### src/pkg/gsh_pkg.sv
// constants, state codes and carriers of the generic serial host controller
// assumes one 200 MHz clock; the serial clock is divided from it
package gsh_pkg;

    localparam int unsigned CLK_HZ        = 200_000_000;
    localparam int unsigned SCLK_HZ       = 25_000_000;
    localparam int unsigned SCLK_HALF_CYC = CLK_HZ / (2 * SCLK_HZ);
    localparam logic [1:0]  TICK_LAST     = 2'(SCLK_HALF_CYC - 1);

    localparam int unsigned ADDR_W        = 13;
    localparam int unsigned WORD_W        = 32;
    localparam int unsigned CRC_W         = 8;
    localparam int unsigned CNT_W         = 8;
    localparam logic [7:0]  CRC_POLY      = 8'h07;
    localparam logic [7:0]  CRC_SEED      = 8'h00;
    localparam logic        DIR_READ      = 1'b0;
    localparam logic        DIR_WRITE     = 1'b1;
    localparam logic [1:0]  HDR_START     = 2'h2;
    localparam logic [5:0]  HDR_LAST_BIT  = 6'h0F;
    localparam logic [5:0]  BYTE_LAST_BIT = 6'h07;
    localparam logic [5:0]  WORD_LAST_BIT = 6'h1F;

    typedef enum logic [2:0] {
        GSH_IDLE   = 3'h0,
        GSH_HDR    = 3'h1,
        GSH_HCRC   = 3'h2,
        GSH_TURN   = 3'h3,
        GSH_LOADW  = 3'h4,
        GSH_DATA   = 3'h5,
        GSH_DCRC   = 3'h6,
        GSH_FINISH = 3'h7
    } gsh_state_e;

    typedef struct packed {
        logic              write;
        logic              frame;
        logic [ADDR_W-1:0] addr;
        logic [CNT_W-1:0]  words;
    } gsh_req_s;

    typedef struct packed {
        logic sclk;
        logic cs_n;
        logic mosi;
    } gsh_pins_s;

endpackage : gsh_pkg

### src/verilog/gsh_spi_host.sv
// host-side master for the generic serial register and frame port
// assumes user logic on clk drives requests and write words; device output is asynchronous
//
// Functional notes
// device picks generic or alternative protocol from its configuration pins.
// registers are 32-bit words; every access moves whole words.
// single-word and multi-word burst accesses are both supported.
// all header fields and data go most significant bit first.
// header is 1, 0, direction bit, then 13-bit address top bit first.
// reads send a turnaround byte then zeros; data returns after it.
// writes without check byte send data right after the address.
// frame bursts are whole 4-byte words; last word holds 1 to 4 bytes.
// length register holds frame length plus header; padding bytes ignored.
// device enables check bytes only by a configuration pin at power-up; the host here samples crc_enable at every request.
// check byte is 8-bit, polynomial x^8+x^2+x+1, seed zero.
// with check enabled a check byte follows the address, before turnaround.
// register transactions add a check byte after every data word.
// frame transactions carry no per-word check bytes.
// half duplex: one transaction either writes or reads, never both.
// host runs the serial clock at 25 MHz.
// every frame through the fifo ports starts with a 2-byte header.
// latch-low read-only bits hold a low until read.
// latch-high read-only bits hold a high until read.
// self-clearing bits return to zero after their action.
// write-one-to-clear bits clear on 1, keep on 0.
// device discards a register write whose check byte mismatches.
// chip select low frames each transaction; release restarts the bit count.
// each check byte covers the field since the previous one, seed zero.
`timescale 1ns/10ps
module gsh_spi_host
    import gsh_pkg::*;
(
    input  wire logic              clk,
    input  wire logic              srst,
    input  wire logic              crc_enable,
    input  wire logic              req_valid,
    input  wire gsh_req_s          req,
    output logic                   req_ready,
    input  wire logic              wr_valid,
    input  wire logic [WORD_W-1:0] wr_data,
    output logic                   wr_ready,
    output logic                   rd_valid,
    output logic      [WORD_W-1:0] rd_data,
    output logic                   rd_crc_err,
    output logic                   done,
    output logic                   done_err,
    output gsh_pins_s              pins,
    input  wire logic              miso
);

    typedef struct packed {
        gsh_state_e        st;
        gsh_req_s          req;
        logic              crc_on;
        logic [1:0]        tick;
        logic [5:0]        bitcnt;
        logic [CNT_W-1:0]  wordcnt;
        logic [WORD_W-1:0] tx_sr;
        logic [WORD_W-1:0] rx_sr;
        logic [CRC_W-1:0]  tx_crc;
        logic [CRC_W-1:0]  rx_crc;
        logic              miso_m;
        logic              miso_s;
        gsh_pins_s         pins;
        logic              req_ready;
        logic              wr_ready;
        logic              rd_valid;
        logic [WORD_W-1:0] rd_data;
        logic              rd_err;
        logic              done;
        logic              err;
    } gsh_regs_s;

    gsh_regs_s        q;
    gsh_regs_s        d;
    logic [CRC_W-1:0] tx_crc_nxt;
    logic [CRC_W-1:0] rx_crc_nxt;

    gsh_crc8 u_tx_crc (
        .crc_in  (q.tx_crc),
        .bit_in  (q.pins.mosi),
        .crc_out (tx_crc_nxt)
    );

    gsh_crc8 u_rx_crc (
        .crc_in  (q.rx_crc),
        .bit_in  (q.miso_s),
        .crc_out (rx_crc_nxt)
    );

    always_comb
    begin
        logic bit_end;
        logic half_end;
        logic next_word;
        bit_end   = 1'b0;
        half_end  = 1'b0;
        next_word = 1'b0;
        d          = q;
        d.miso_m   = miso;
        d.miso_s   = q.miso_m;
        d.rd_valid = 1'b0;
        d.done     = 1'b0;

        // serial clock from a divider, low when idle
        if (q.st != GSH_IDLE && q.st != GSH_LOADW)
        begin
            if (q.tick == TICK_LAST)
            begin
                d.tick   = 2'h0;
                half_end = 1'b1;
            end
            else
            begin
                d.tick = q.tick + 2'h1;
            end
        end
        if (half_end && q.st != GSH_FINISH)
        begin
            d.pins.sclk = ~q.pins.sclk;
            bit_end     = q.pins.sclk;
        end

        // shift on the falling edge; device output is read from the synchroniser
        if (bit_end)
        begin
            d.tx_sr  = {q.tx_sr[WORD_W-2:0], 1'b0};
            d.rx_sr  = {q.rx_sr[WORD_W-2:0], q.miso_s};
            d.bitcnt = q.bitcnt - 6'h1;
        end

        case (q.st)
            GSH_IDLE:
            begin
                d.pins.sclk = 1'b0;
                d.pins.cs_n = 1'b1;
                if (req_valid && q.req_ready)
                begin
                    d.req       = req;
                    d.crc_on    = crc_enable;
                    d.req_ready = 1'b0;
                    d.wordcnt   = (req.words == 8'h00) ? 8'h01 : req.words;
                    d.tx_sr     = {HDR_START, req.write, req.addr, 16'h0000};
                    d.tx_crc    = CRC_SEED;
                    d.bitcnt    = HDR_LAST_BIT;
                    d.tick      = 2'h0;
                    d.err       = 1'b0;
                    d.pins.cs_n = 1'b0;
                    d.st        = GSH_HDR;
                end
            end
            GSH_HDR:
            begin
                if (bit_end)
                begin
                    d.tx_crc = tx_crc_nxt;
                    if (q.bitcnt == 6'h0)
                    begin
                        d.bitcnt = BYTE_LAST_BIT;
                        if (q.crc_on)
                        begin
                            d.tx_sr = {tx_crc_nxt, 24'h000000};
                            d.st    = GSH_HCRC;
                        end
                        else if (q.req.write == DIR_READ)
                        begin
                            d.tx_sr = '0;
                            d.st    = GSH_TURN;
                        end
                        else
                        begin
                            d.wr_ready = 1'b1;
                            d.st       = GSH_LOADW;
                        end
                    end
                end
            end
            GSH_HCRC:
            begin
                if (bit_end && q.bitcnt == 6'h0)
                begin
                    d.tx_sr  = '0;
                    d.bitcnt = BYTE_LAST_BIT;
                    if (q.req.write == DIR_READ)
                    begin
                        d.st = GSH_TURN;
                    end
                    else
                    begin
                        d.wr_ready = 1'b1;
                        d.st       = GSH_LOADW;
                    end
                end
            end
            GSH_TURN:
            begin
                if (bit_end && q.bitcnt == 6'h0)
                begin
                    d.tx_sr  = '0;
                    d.rx_crc = CRC_SEED;
                    d.bitcnt = WORD_LAST_BIT;
                    d.st     = GSH_DATA;
                end
            end
            GSH_LOADW:
            begin
                d.pins.sclk = 1'b0;
                if (wr_valid && q.wr_ready)
                begin
                    d.wr_ready = 1'b0;
                    d.tx_sr    = wr_data;
                    d.tx_crc   = CRC_SEED;
                    d.bitcnt   = WORD_LAST_BIT;
                    d.tick     = 2'h0;
                    d.st       = GSH_DATA;
                end
            end
            GSH_DATA:
            begin
                if (bit_end)
                begin
                    if (q.req.write == DIR_WRITE)
                    begin
                        d.tx_crc = tx_crc_nxt;
                    end
                    else
                    begin
                        d.rx_crc = rx_crc_nxt;
                    end
                    if (q.bitcnt == 6'h0)
                    begin
                        d.rd_data = {q.rx_sr[WORD_W-2:0], q.miso_s};
                        if (q.crc_on && !q.req.frame)
                        begin
                            d.bitcnt = BYTE_LAST_BIT;
                            d.tx_sr  = (q.req.write == DIR_WRITE) ?
                                       {tx_crc_nxt, 24'h000000} : '0;
                            d.st     = GSH_DCRC;
                        end
                        else
                        begin
                            d.rd_valid = (q.req.write == DIR_READ);
                            d.rd_err   = 1'b0;
                            next_word  = 1'b1;
                        end
                    end
                end
            end
            GSH_DCRC:
            begin
                if (bit_end && q.bitcnt == 6'h0)
                begin
                    if (q.req.write == DIR_READ)
                    begin
                        d.rd_valid = 1'b1;
                        d.rd_err   = ({q.rx_sr[6:0], q.miso_s} != q.rx_crc);
                        d.err      = q.err | d.rd_err;
                    end
                    next_word = 1'b1;
                end
            end
            GSH_FINISH:
            begin
                d.pins.sclk = 1'b0;
                if (half_end)
                begin
                    if (q.bitcnt != 6'h0)
                    begin
                        d.pins.cs_n = 1'b1;
                        d.bitcnt    = 6'h0;
                    end
                    else
                    begin
                        d.done      = 1'b1;
                        d.req_ready = 1'b1;
                        d.st        = GSH_IDLE;
                    end
                end
            end
            default:
            begin
                d.st = GSH_IDLE;
            end
        endcase

        // whole words only; padding of a frame's last word is the caller's data
        if (next_word)
        begin
            if (q.wordcnt == 8'h01)
            begin
                d.tx_sr  = '0;
                d.bitcnt = 6'h1;
                d.tick   = 2'h0;
                d.st     = GSH_FINISH;
            end
            else
            begin
                d.wordcnt = q.wordcnt - 8'h01;
                d.bitcnt  = WORD_LAST_BIT;
                d.rx_crc  = CRC_SEED;
                if (q.req.write == DIR_WRITE)
                begin
                    d.wr_ready = 1'b1;
                    d.st       = GSH_LOADW;
                end
                else
                begin
                    d.tx_sr = '0;
                    d.st    = GSH_DATA;
                end
            end
        end

        d.pins.mosi = d.tx_sr[WORD_W-1];
    end

    always_ff @(posedge clk)
    begin
        if (srst)
        begin
            q           <= '0;
            q.st        <= GSH_IDLE;
            q.pins.cs_n <= 1'b1;
            q.req_ready <= 1'b1;
        end
        else
        begin
            q <= d;
        end
    end

    assign req_ready  = q.req_ready;
    assign wr_ready   = q.wr_ready;
    assign rd_valid   = q.rd_valid;
    assign rd_data    = q.rd_data;
    assign rd_crc_err = q.rd_err;
    assign done       = q.done;
    assign done_err   = q.err;
    assign pins       = q.pins;

endmodule : gsh_spi_host

### src/verilog/gsh_crc8.sv
// one serial step of the 8-bit protocol check value
// assumes the caller holds the running value and feeds one bit per step
`timescale 1ns/10ps
module gsh_crc8
    import gsh_pkg::*;
(
    input  wire logic [CRC_W-1:0] crc_in,
    input  wire logic             bit_in,
    output logic      [CRC_W-1:0] crc_out
);

    logic fb;

    always_comb
    begin
        fb      = crc_in[CRC_W-1] ^ bit_in;
        crc_out = {crc_in[CRC_W-2:0], 1'b0} ^ (fb ? CRC_POLY : 8'h00);
    end

endmodule : gsh_crc8

### config.mk
export PLATFORM = sky130hd
export DESIGN_NAME = gsh_spi_host
export DESIGN_NICKNAME = d
export VERILOG_FILES = /design/src/pkg/gsh_pkg.sv /design/src/verilog/gsh_spi_host.sv /design/src/verilog/gsh_crc8.sv
export SDC_FILE = /design/constraint.sdc
export NUM_CORES = 1
export LEC_CHECK = 0
export ABC_CLOCK_PERIOD_IN_PS = 7400
export BUFFER_PORTS_ARGS = -buffer_cell sky130_fd_sc_hd__buf_2
export CAP_MARGIN = 20
export CORE_MARGIN = 3
export CORE_UTILIZATION = 62
export DETAILED_ROUTE_END_ITERATION = 10
export PLACE_DENSITY = 0.95
export SLEW_MARGIN = 0
export SYNTH_ARGS = -nofsm -noshare
export SYNTH_HDL_FRONTEND = slang
export SYNTH_SLANG_ARGS = --single-unit
### constraint.sdc
create_clock -name clk -period 7.4 [get_ports clk]
set_clock_uncertainty 0.1 [all_clocks]
set_input_delay 0.37 -clock clk [delete_from_list [all_inputs] [get_ports clk]]
set_output_delay 0.37 -clock clk [all_outputs]
set_load 0.03 [all_outputs]
==> results of run 1 <==
## cell usage after synthesis, types with 11 or more instances
master and count:
clkbuf_1 43, nor2_1 30, a22oi_1 20, nand3_1 17, nor3_1 24, xor2_1 14, buf_2 13, dfxtp_1 143
o2bb2ai_1 15, mux2i_1 28, buf_4 36, inv_1 11, a21oi_1 113, o22ai_1 14, nand2_1 175, o21ai_0 18
## registers in the layout (all words and copies together) (netlist names)
signal	cells
q	102
rd_data	32
wr_ready	1
done_err	1
pins	2
rd_valid	1
rd_crc_err	1
done	1
req_ready	1
d	1
## worst reg2reg max path, delay by kind of cell (launching register included)
kind / cells / cell delay, ns
compound gates: 4 / 1.57
flops: 1 / 0.93
simple gates: 2 / 0.99
## final timing paths
path                      to   startpoint  cells past startpoint  slack, ns
setup / recovery      q[114]       q[163]                      6       3.67
hold / removal        q[102]  wr_data[11]                      2       0.03
setup reg to reg      q[114]       q[163]                      6       3.67
hold reg to reg   rd_data[3]   rd_data[3]                      2       0.35
## per-stage QoR
| stage | area (um^2) | hold slack (ns) | setup slack, ns |
|---|---|---|---|
| floorplan | 7030 | 0.314 | 5.05 |
| global placement | 7240 | 0.323 | 4.08 |
| detailed placement | 7240 | 0.328 | 3.98 |
| CTS | 7850 | 0.0312 | 3.85 |
| global route | 7850 | 0.0374 | 3.55 |
| finish | 7850 | 0.0302 | 3.67 |
## layer usage
| layer | vias to the layer above | share of wire | wire length [um] | global-route usage |
|---|---|---|---|---|
| met5 | - | 0 | 0 | 0 |
| met4 | 0 | 0.052 | 1000 | 0.164 |
| met3 | 126 | 0.10 | 1980 | 0.0792 |
| met2 | 479 | 0.47 | 9020 | 0.487 |
| met1 | 3125 | 0.38 | 7250 | 0.378 |
| li1 | 3123 | - | - | - |
## cell usage in the layout, fill, tap and decap left out, types with 9 or more instances in the layout
cell       count
a21oi_1      113
a22oi_1       20
a31oi_1        9
buf_2        100
buf_4          9
clkbuf_16     17
dfxtp_1      143
inv_1         11
mux2i_1       28
nand2_1      175
nand2b_1       9
nand3_1       17
nor2_1        29
nor2b_1        9
nor3_1        23
nor4_1         9
o21ai_0       18
o22ai_1       14
o2bb2ai_1     15
xor2_1        14
## cell families (layout without fill, tap and decap cells)
kind of cell / count (synthesis) / in the layout / share of synthesized area
AO/OA/AOI/OAI: 254 / 254 / 0.232
adder cells (fa/ha/maj): 5 / 5 / 0.00890
AND/OR/NAND/NOR: 308 / 308 / 0.202
multiplexers: 30 / 30 / 0.0431
XOR/XNOR: 19 / 19 / 0.0237
buffers and inverters: 110 / 152 / 0.0835
flip-flops: 143 / 143 / 0.407
## area by class of cell
cell class,instances,area [um^2]
clock buffers,17,425
multi-input cells,616,3590
well taps,140,175
clock inverters,15,184
inverters,11,41.3
flip-flops and latches,143,2860
fillers,729,3090
repair buffers,109,568
## power by group through the flow
| stage | sequential, mW | clock, mW | combinational, mW |
|---|---|---|---|
| global route | 0.915 | 0.912 | 0.782 |
| finish | 0.909 | 0.876 | 0.729 |
| floorplan | 0.876 | 0 | 0.566 |
| CTS | 0.904 | 0.871 | 0.698 |
| global placement | 0.916 | 0 | 0.662 |
| detailed placement | 0.919 | 0 | 0.673 |
==> results.tsv, run 1 <==
stage	metric	value	unit
finish	Area growth syn-to-layout	11.7	%
synthesis	Yosys cell types	72	
sta	fin. max-slew vios	0	
clock_tree	clock tree buffer depth	2	
sta	Final Hold Fails	0	
clock_tree	clk root buf	clkbuf_16	
worst_setup_path	CP bufs+invs	0	
drt	Pre-antenna DRT Iters	7	
global_route	Tot GR Track Use	0.305	
power_and_ir_drop	combinational share of power	0.290	
drt	# DRC	0	
sta	RSZ-0062 raised after global routing	false	
hold_path	Worst Hold Class	primary input to flop	
global_route	global-route wire length before repair	31700	um
outcome	status	completed	
floorplan	die height	112	um
finish	antenna fix cells	0	
synthesis	Post-Syn Area	7030	um^2
power_and_ir_drop	Sw Ratio	0.388	
power_and_ir_drop	Leak	2.90	nW
worst_setup_path	CP required	7.59	ns
synthesis	Area contributors post-synth	dfxtp_1, nand2_1, a21oi_1	
floorplan	Row Count	38	
clock_tree	Post-CTS Repair Setup Buffers	0	
power_and_ir_drop	part of the power in registers	0.362	
drt	DR iter-0 viols	1093	
worst_setup_path	Crit Path Max Fanout	27	
placement	DP HPWL	11300	um
clock_tree	Post-CTS Resized	0	
run	Max-Cap Viols	0	
synthesis	asr flop ratio synth	0	
placement	placed cell count	1019	
sta	final setup fails	0	
finish	Core Util, Final	0.718	
drt	routed len/inst	18.3	um
clock_tree	hold_buf cts	0	
power_and_ir_drop	Peak supply drop	0.237	mV
floorplan	Starting Density	0.643	
worst_setup_path	CP cell instances	nand2b_1 -> o21ai_1 -> and4_1 -> a21o_1 -> o21bai_4 -> o22ai_1	
finish	fraction of layout cells with a size suffix above 1	0.177	
finish	fin nets	964	
drt	Total Routed Length	19300	um
drt	DR vias/cell	6.52	
floorplan	I/O Pins	102	
global_route	total overflow reported by the global router	0	
floorplan	total die area	12600	um^2
worst_setup_path	max incr delay on CP	0.93	ns
worst_setup_path	Startpoint Class	flop	
worst_setup_path	CP Capture Type	flop	
clock_tree	H-tree levels	4	
clock_tree	clock-pin slew on the worst setup and hold paths	0.07	ns
sta	measured slew at the worst slew-check pin	1.09	ns
power_and_ir_drop	power share of the clock group	0.348	
floorplan	core area	10900	um^2
global_route	pin count of the biggest net entering global routing	111	
placement	PortBufs	101	
drt	Final ANT Viol Nets	0	
worst_setup_path	largest delay contributor family on the critical path	compound AO/OA/AOI/OAI gates	
synthesis	register area share after synthesis	0.407	
drt	routed vias	6853	
power_and_ir_drop	NetSw	976	uW
synthesis	syn avg cell area	8.09	um^2
synthesis	number of synthesized flops with an enable pin	0	
placement	RD Place Congestion	0.947	
synthesis	top cell type's share of synthesized area	0.407	
global_route	initial antenna violation count	0	
power_and_ir_drop	Final Power	2.51	mW
sta	total negative setup slack	0	ns
synthesis	syn nets	935	
floorplan	Die Span X	112	um
worst_setup_path	critical path class	flop to flop	
sta	Tcrit/Tclk final	0.504	
worst_setup_path	Slowest-stage cell, CP	dfxtp_1	
synthesis	Synth area leader	dfxtp_1	
clock_tree	TritonCTS Sinks	143	
sta	crit path time final	3.73	ns
clock_tree	CTS tree	yes	
synthesis	Ys Warns	0	
synthesis	Syn Inst Count	869	
global_route	vias in the first global route	6465	
power_and_ir_drop	cell internal pwr	1.54	mW
synthesis	#FFs+latches synth	143	
sta	Relative slew margins	0.275	
synthesis	Main synth FF type	dfxtp_1	
finish	final non-filler cell total	1051	
clock_tree	Worst-Skew Late Latency	0.44	ns
power_and_ir_drop	pwr/cell area	321	nW/um^2
worst_setup_path	WP data arrival	3.92	ns
clock_tree	CTS Buf Count	17	
sta	Max Fclk	268	MHz
No activity file was read; power rests on OpenSTA's default activity.
==> run 2, diff against run 1 <==
--- a/config.mk
+++ b/config.mk
@@ -5,13 +5,13 @@
 export SDC_FILE = /design/constraint.sdc
 export NUM_CORES = 1
 export LEC_CHECK = 0
-export ABC_CLOCK_PERIOD_IN_PS = 7400
+export ABC_CLOCK_PERIOD_IN_PS = 3800
 export BUFFER_PORTS_ARGS = -buffer_cell sky130_fd_sc_hd__buf_2
 export CAP_MARGIN = 20
 export CORE_MARGIN = 3
-export CORE_UTILIZATION = 62
+export CORE_UTILIZATION = 57
 export DETAILED_ROUTE_END_ITERATION = 10
-export PLACE_DENSITY = 0.95
+export PLACE_DENSITY = 0.91
 export SLEW_MARGIN = 0
 export SYNTH_ARGS = -nofsm -noshare
 export SYNTH_HDL_FRONTEND = slang
==> constraint.sdc (replaced) <==
create_clock -name clk -period 3.8 [get_ports clk]
set_clock_uncertainty 0.1 [all_clocks]
set_input_delay 0.19 -clock clk [delete_from_list [all_inputs] [get_ports clk]]
set_output_delay 0.19 -clock clk [all_outputs]
set_load 0.03 [all_outputs]
==> results.tsv, run 2 (synthesis results as in run 1) <==
stage	metric	value	unit	change
sta	crit path time final	2.95	ns	-0.785 ns
clock_tree	Worst-Skew Late Latency	0.44	ns	about the same
finish	most frequent cells in the layout	nand2_1, dfxtp_1, a21oi_1		
sta	total negative setup slack	0	ns	unchanged
clock_tree	clock-pin slew on the worst setup and hold paths	0.06	ns	about the same
power_and_ir_drop	cell internal pwr	3.28	mW	+110%
clock_tree	CTS Buf Count	17		unchanged
clock_tree	Post-CTS Repair Setup Buffers	0		unchanged
global_route	total overflow reported by the global router	0		unchanged
clock_tree	Post-CTS Resized	0		unchanged
finish	fillers	802		+10%
finish	most common cell after layout, fill and taps aside	nand2_1		
floorplan	core area	11700	um^2	+7.1%
sta	Final Hold Fails	0		unchanged
worst_setup_path	CP required	4.06	ns	-3.53 ns
floorplan	Row Count	39		+2.6%
floorplan	die height	117	um	+4.1%
floorplan	Starting Density	0.600		-0.0426
clock_tree	clk root buf	clkbuf_16		
hold_path	Worst Hold Class	primary input to flop		
worst_setup_path	Crit Path Max Fanout	20		-26%
global_route	initial antenna violation count	0		unchanged
global_route	global-route wire length before repair	31300	um	-1.2%
power_and_ir_drop	part of the power in registers	0.344		-0.018
sta	Max Fclk	340	MHz	+27%
clock_tree	CTS tree	yes		
sta	fin. max-slew vios	0		unchanged
finish	antenna fix cells	0		unchanged
drt	routed vias	7046		+2.8%
clock_tree	H-tree levels	4		unchanged
worst_setup_path	Startpoint Class	flop		
finish	Largest Register	q		
global_route	Tot GR Track Use	0.287		-0.0183
placement	DP HPWL	11900	um	+5.5%
sta	final setup fails	0		unchanged
placement	PortBufs	101		unchanged
floorplan	Die Span X	117	um	+4.1%
power_and_ir_drop	Final Power	5.04	mW	+100%
placement	RD Place Congestion	1.03		+8.8%
placement	placed instance area	7340	um^2	+1.4%
drt	routed len/inst	17.7	um	-3.5%
power_and_ir_drop	NetSw	1.76	mW	+80%
finish	fraction of layout cells with a size suffix above 1	0.179		+0.00199
outcome	status	completed		
run	Max-Cap Viols	0		unchanged
clock_tree	TritonCTS Sinks	143		unchanged
worst_setup_path	Slowest-stage cell, CP	a211oi_2		
floorplan	total die area	13700	um^2	+8.3%
power_and_ir_drop	Peak supply drop	0.440	mV	+86%
clock_tree	clock tree buffer depth	2		unchanged
sta	fin worst setup slack	0.855	ns	-2.81 ns
drt	Pre-antenna DRT Iters	7		unchanged
sta	Tcrit/Tclk final	0.775		+0.271
power_and_ir_drop	pwr/cell area	600	nW/um^2	+87%
finish	max reg flops	102		unchanged
sta	Relative slew margins	0.448		+0.173
floorplan	I/O Pins	102		unchanged
power_and_ir_drop	Leak	3.14	nW	+8.4%
drt	DR vias/cell	6.34		-2.7%
power_and_ir_drop	power share of the clock group	0.351		+0.003
worst_setup_path	CP Capture Type	flop		
sta	measured slew at the worst slew-check pin	0.828	ns	-0.260 ns
drt	DR iter-0 viols	1045		-4.4%
finish	Area growth syn-to-layout	19.6	%	
drt	# DRC	0		unchanged
sta	RSZ-0062 raised after global routing	false		
drt	Total Routed Length	19600	um	+2.0%
power_and_ir_drop	combinational share of power	0.305		+0.015
global_route	vias in the first global route	6566		+1.6%
finish	Design Area, Final	8400	um^2	+7.1%
worst_setup_path	max incr delay on CP	0.59	ns	-0.34 ns
placement	pre-CTS WS	0.982	ns	-3.00 ns
worst_setup_path	WP data arrival	3.20	ns	-0.72 ns
worst_setup_path	critical path class	flop to flop		
power_and_ir_drop	Sw Ratio	0.349		-0.0388
finish	fin nets	1021		+5.9%
worst_setup_path	CP cell instances	ha_1 -> o211ai_2 -> nor2_4 -> buf_4 -> o21ai_0 -> a211oi_2 -> nand3_1 -> a21oi_1		
drt	Final ANT Viol Nets	0		unchanged
global_route	pin count of the biggest net entering global routing	84		-24%
==> run 2: per-stage QoR <==
stage	instances	utilization	hold WS, ns
floorplan	869	-	0.207
global placement	1035	0.627	0.289
detailed placement	1035	0.627	0.294
CTS	1111	0.718	0.00102
global route	1111	0.718	0.0375
finish	1111	0.718	0.0108
==> run 2: critical path, delay by kind of cell (launching register included) <==
kind | cells | cell delay (ns)
AOI/OAI and AO/OA | 4 | 1.19
adders and majority gates | 1 | 0.42
buffers and inverters | 1 | 0.32
DFF | 1 | 0.35
and+or+nand+nor | 2 | 0.49
==> run 2: per-layer routing <==
metal  GRT usage  part of all wire  wire length, um
met1       0.340              0.38             7470
met2       0.475              0.49             9530
met3      0.0812             0.091             1780
met4       0.148             0.044              863
met5           0                 0                0
==> run 2: power groups by stage <==
stage,Clock (mW),Combinational [mW],Sequential (mW)
final,1.77,1.54,1.73
after global routing,1.83,1.67,1.74
after CTS,1.77,1.48,1.72
after detailed placement,0,1.40,1.75
after global placement,0,1.37,1.75
after floorplan,0,1.10,1.71
==> run 2: worst paths after layout <==
kind | startpoint | slack [ns] | end | depth (start not counted)
max | q[137] | 0.85 | q[54] | 8
max reg2reg | q[137] | 0.85 | q[54] | 8
min | req[6] | 0.01 | q[129] | 3
min reg2reg | d[41] | 0.34 | q[41] | 1
==> run 2: layout make-up <==
| type | count | area [um^2] | share of cell area |
|---|---|---|---|
| clock buffer | 21 | 470 | 0.0560 |
| clock inverter | 11 | 154 | 0.0183 |
| inverter | 11 | 41.3 | 0.00491 |
| multi-input combinational | 616 | 3590 | 0.427 |
| sequential | 143 | 2860 | 0.341 |
| tap | 143 | 179 | 0.0213 |
| timing repair buffer | 166 | 1110 | 0.132 |
==> run 2: what timing repair did <==
item	CTS	global route
endpoints found under the hold margin	36	0
hold buffers	44	0
endpoints found under the setup margin	0	0
==> run 3, diff against run 2 <==
--- a/config.mk
+++ b/config.mk
@@ -5,13 +5,13 @@
 export SDC_FILE = /design/constraint.sdc
 export NUM_CORES = 1
 export LEC_CHECK = 0
-export ABC_CLOCK_PERIOD_IN_PS = 3800
+export ABC_CLOCK_PERIOD_IN_PS = 2450
 export BUFFER_PORTS_ARGS = -buffer_cell sky130_fd_sc_hd__buf_2
 export CAP_MARGIN = 20
 export CORE_MARGIN = 3
-export CORE_UTILIZATION = 57
+export CORE_UTILIZATION = 52
 export DETAILED_ROUTE_END_ITERATION = 10
-export PLACE_DENSITY = 0.91
+export PLACE_DENSITY = 0.88
 export SLEW_MARGIN = 0
 export SYNTH_ARGS = -nofsm -noshare
 export SYNTH_HDL_FRONTEND = slang
==> constraint.sdc (replaced) <==
create_clock -name clk -period 2.45 [get_ports clk]
set_clock_uncertainty 0.1 [all_clocks]
set_input_delay 0.1225 -clock clk [delete_from_list [all_inputs] [get_ports clk]]
set_output_delay 0.1225 -clock clk [all_outputs]
set_load 0.03 [all_outputs]
==> results.tsv, run 3 (synthesis results as in run 1) <==
stage	metric	value	unit	change
outcome	status	completed		
worst_setup_path	largest delay contributor family on the critical path	buffers and inverters		
drt	Total Routed Length	21700	um	+10%
floorplan	Die Span X	122	um	+4.5%
drt	DR iter-0 viols	846		-19%
sta	total negative setup slack	0	ns	unchanged
drt	routed len/inst	18.3	um	+3.4%
sta	fin. max-slew vios	0		unchanged
worst_setup_path	Crit Path Max Fanout	30		+50%
floorplan	die height	122	um	+4.5%
drt	Final ANT Viol Nets	0		unchanged
finish	max reg flops	102		unchanged
global_route	global-route wire length before repair	34000	um	+8.7%
placement	PortBufs	101		unchanged
finish	Multi-input gate area	3650	um^2	+1.8%
floorplan	core area	12900	um^2	+10%
sta	Max Fclk	422	MHz	+24%
global_route	vias in the first global route	6923		+5.4%
sta	Relative slew margins	0.555		+0.107
global_route	initial antenna violation count	0		unchanged
power_and_ir_drop	Peak supply drop	0.576	mV	+31%
worst_setup_path	CP bufs+invs	3		+2
placement	RD Place Congestion	0.965		-6.4%
floorplan	I/O Pins	102		unchanged
finish	most common cell after layout, fill and taps aside	nand2_1		
power_and_ir_drop	pwr/cell area	921	nW/um^2	+54%
finish	Reg area	2860	um^2	unchanged
finish	fillers	928		+16%
worst_setup_path	critical path class	flop to flop		
drt	# DRC	0		unchanged
worst_setup_path	CP required	2.71	ns	-1.35 ns
clock_tree	TritonCTS Sinks	143		unchanged
worst_setup_path	CP cell instances	buf_12 -> nand3b_1 -> nor3_2 -> buf_6 -> a22oi_1 -> dlygate4sd3_1 -> a31oi_1		
clock_tree	clock-pin slew on the worst setup and hold paths	0.07	ns	about the same
worst_setup_path	Slowest-stage cell, CP	dlygate4sd3_1		
worst_setup_path	CP Capture Type	flop		
global_route	Tot GR Track Use	0.287		+0.000571
clock_tree	CTS tree	yes		
sta	Tcrit/Tclk final	0.966		+0.191
floorplan	Starting Density	0.544		-0.0564
finish	Area growth syn-to-layout	26.7	%	
finish	antenna fix cells	0		unchanged
hold_path	Worst Hold Class	primary input to flop		
drt	Pre-antenna DRT Iters	6		-1
run	Max-Cap Viols	0		unchanged
global_route	total overflow reported by the global router	0		unchanged
global_route	pin count of the biggest net entering global routing	70		-17%
sta	RSZ-0062 raised after global routing	true		
clock_tree	CTS Buf Count	17		unchanged
sta	measured slew at the worst slew-check pin	0.668	ns	-0.160 ns
worst_setup_path	Startpoint Class	flop		
floorplan	Row Count	41		+5.1%
finish	fraction of layout cells with a size suffix above 1	0.214		+0.0353
power_and_ir_drop	Leak	3.35	nW	+6.8%
clock_tree	Worst-Skew Late Latency	0.43	ns	about the same
clock_tree	clock tree buffer depth	2		unchanged
sta	Final Hold Fails	0		unchanged
floorplan	total die area	14900	um^2	+9.1%
worst_setup_path	WP data arrival	2.63	ns	-0.57 ns
clock_tree	clk root buf	clkbuf_16		
finish	Core Util, Final	0.689		-0.0286
drt	routed vias	7197		+2.1%
finish	Largest Register	q		
clock_tree	H-tree levels	4		unchanged
drt	DR vias/cell	6.07		-4.3%
worst_setup_path	max incr delay on CP	0.61	ns	+0.02 ns
placement	DP HPWL	12400	um	+4.2%
sta	final setup fails	0		unchanged
sta	crit path time final	2.37	ns	-0.578 ns
finish	most frequent cells in the layout	nand2_1, dfxtp_1, a21oi_1		
finish	fin nets	1067		+4.5%
run 3: final cells by class:
cell class                 instances  area share
timing repair buffer             212       0.173
clock buffer                      17      0.0478
tap                              172      0.0242
sequential                       143       0.321
inverter                          11     0.00464
multi-input combinational        616       0.410
clock inverter                    15      0.0187
run 3: stage by stage:
step	std cells	area, um^2	worst slack (ns)	power [mW]	hold WS (ns)
2_1_floorplan	869	7030	0.0983	4.35	0.139
3_3_place_gp	1091	7630	0.110	5.19	0.221
3_5_place_dp	1091	7630	0.0443	5.21	0.228
4_1_cts	1180	8790	0.0356	7.95	0.00524
5_1_grt	1186	8910	-0.0228	8.50	0.0578
6_report	1186	8910	0.0825	8.21	0.0175
run 3: report_power, final:
| group | total (mW) | internal [mW] | switching, mW |
|---|---|---|---|
| sequential | 2.66 | 2.49 | 0.171 |
| combinational | 2.92 | 1.21 | 1.72 |
| clock | 2.62 | 1.45 | 1.17 |
| total | 8.21 | 5.15 | 3.06 |
run 3: worst paths after layout:
check	start	endpoint	slack, ns	cells past startpoint
worst max register to register	q[165]	q[116]	0.08	7
worst max-delay path	q[165]	q[116]	0.08	7
worst min register to register	d[41]	q[41]	0.34	1
worst min-delay path	req[1]	q[124]	0.02	3
run 3: what timing repair did:
| action | in CTS | in global routing |
|---|---|---|
| hold endpoints to repair | 44 | 0 |
| resized for setup | 0 | 19 |
| setup buffers | 0 | 6 |
| hold buffers | 57 | 0 |
| setup endpoints to repair | 0 | 90 |
run 3: worst register-to-register path, delay by kind of cell (launching register included):
kind | cells | cell delay, ns
buffers and inverters | 3 | 1.08
AOI/OAI and AO/OA | 2 | 0.34
DFF | 1 | 0.34
and+or+nand+nor | 2 | 0.45
run 3: layer usage:
| metal | global-route usage | vias to the layer above | routed length (um) |
|---|---|---|---|
| li1 | - | 3322 | - |
| met1 | 0.339 | 3328 | 8360 |
| met2 | 0.479 | 436 | 10500 |
| met3 | 0.0834 | 111 | 1920 |
| met4 | 0.142 | 0 | 955 |
| met5 | 0 | - | 0 |
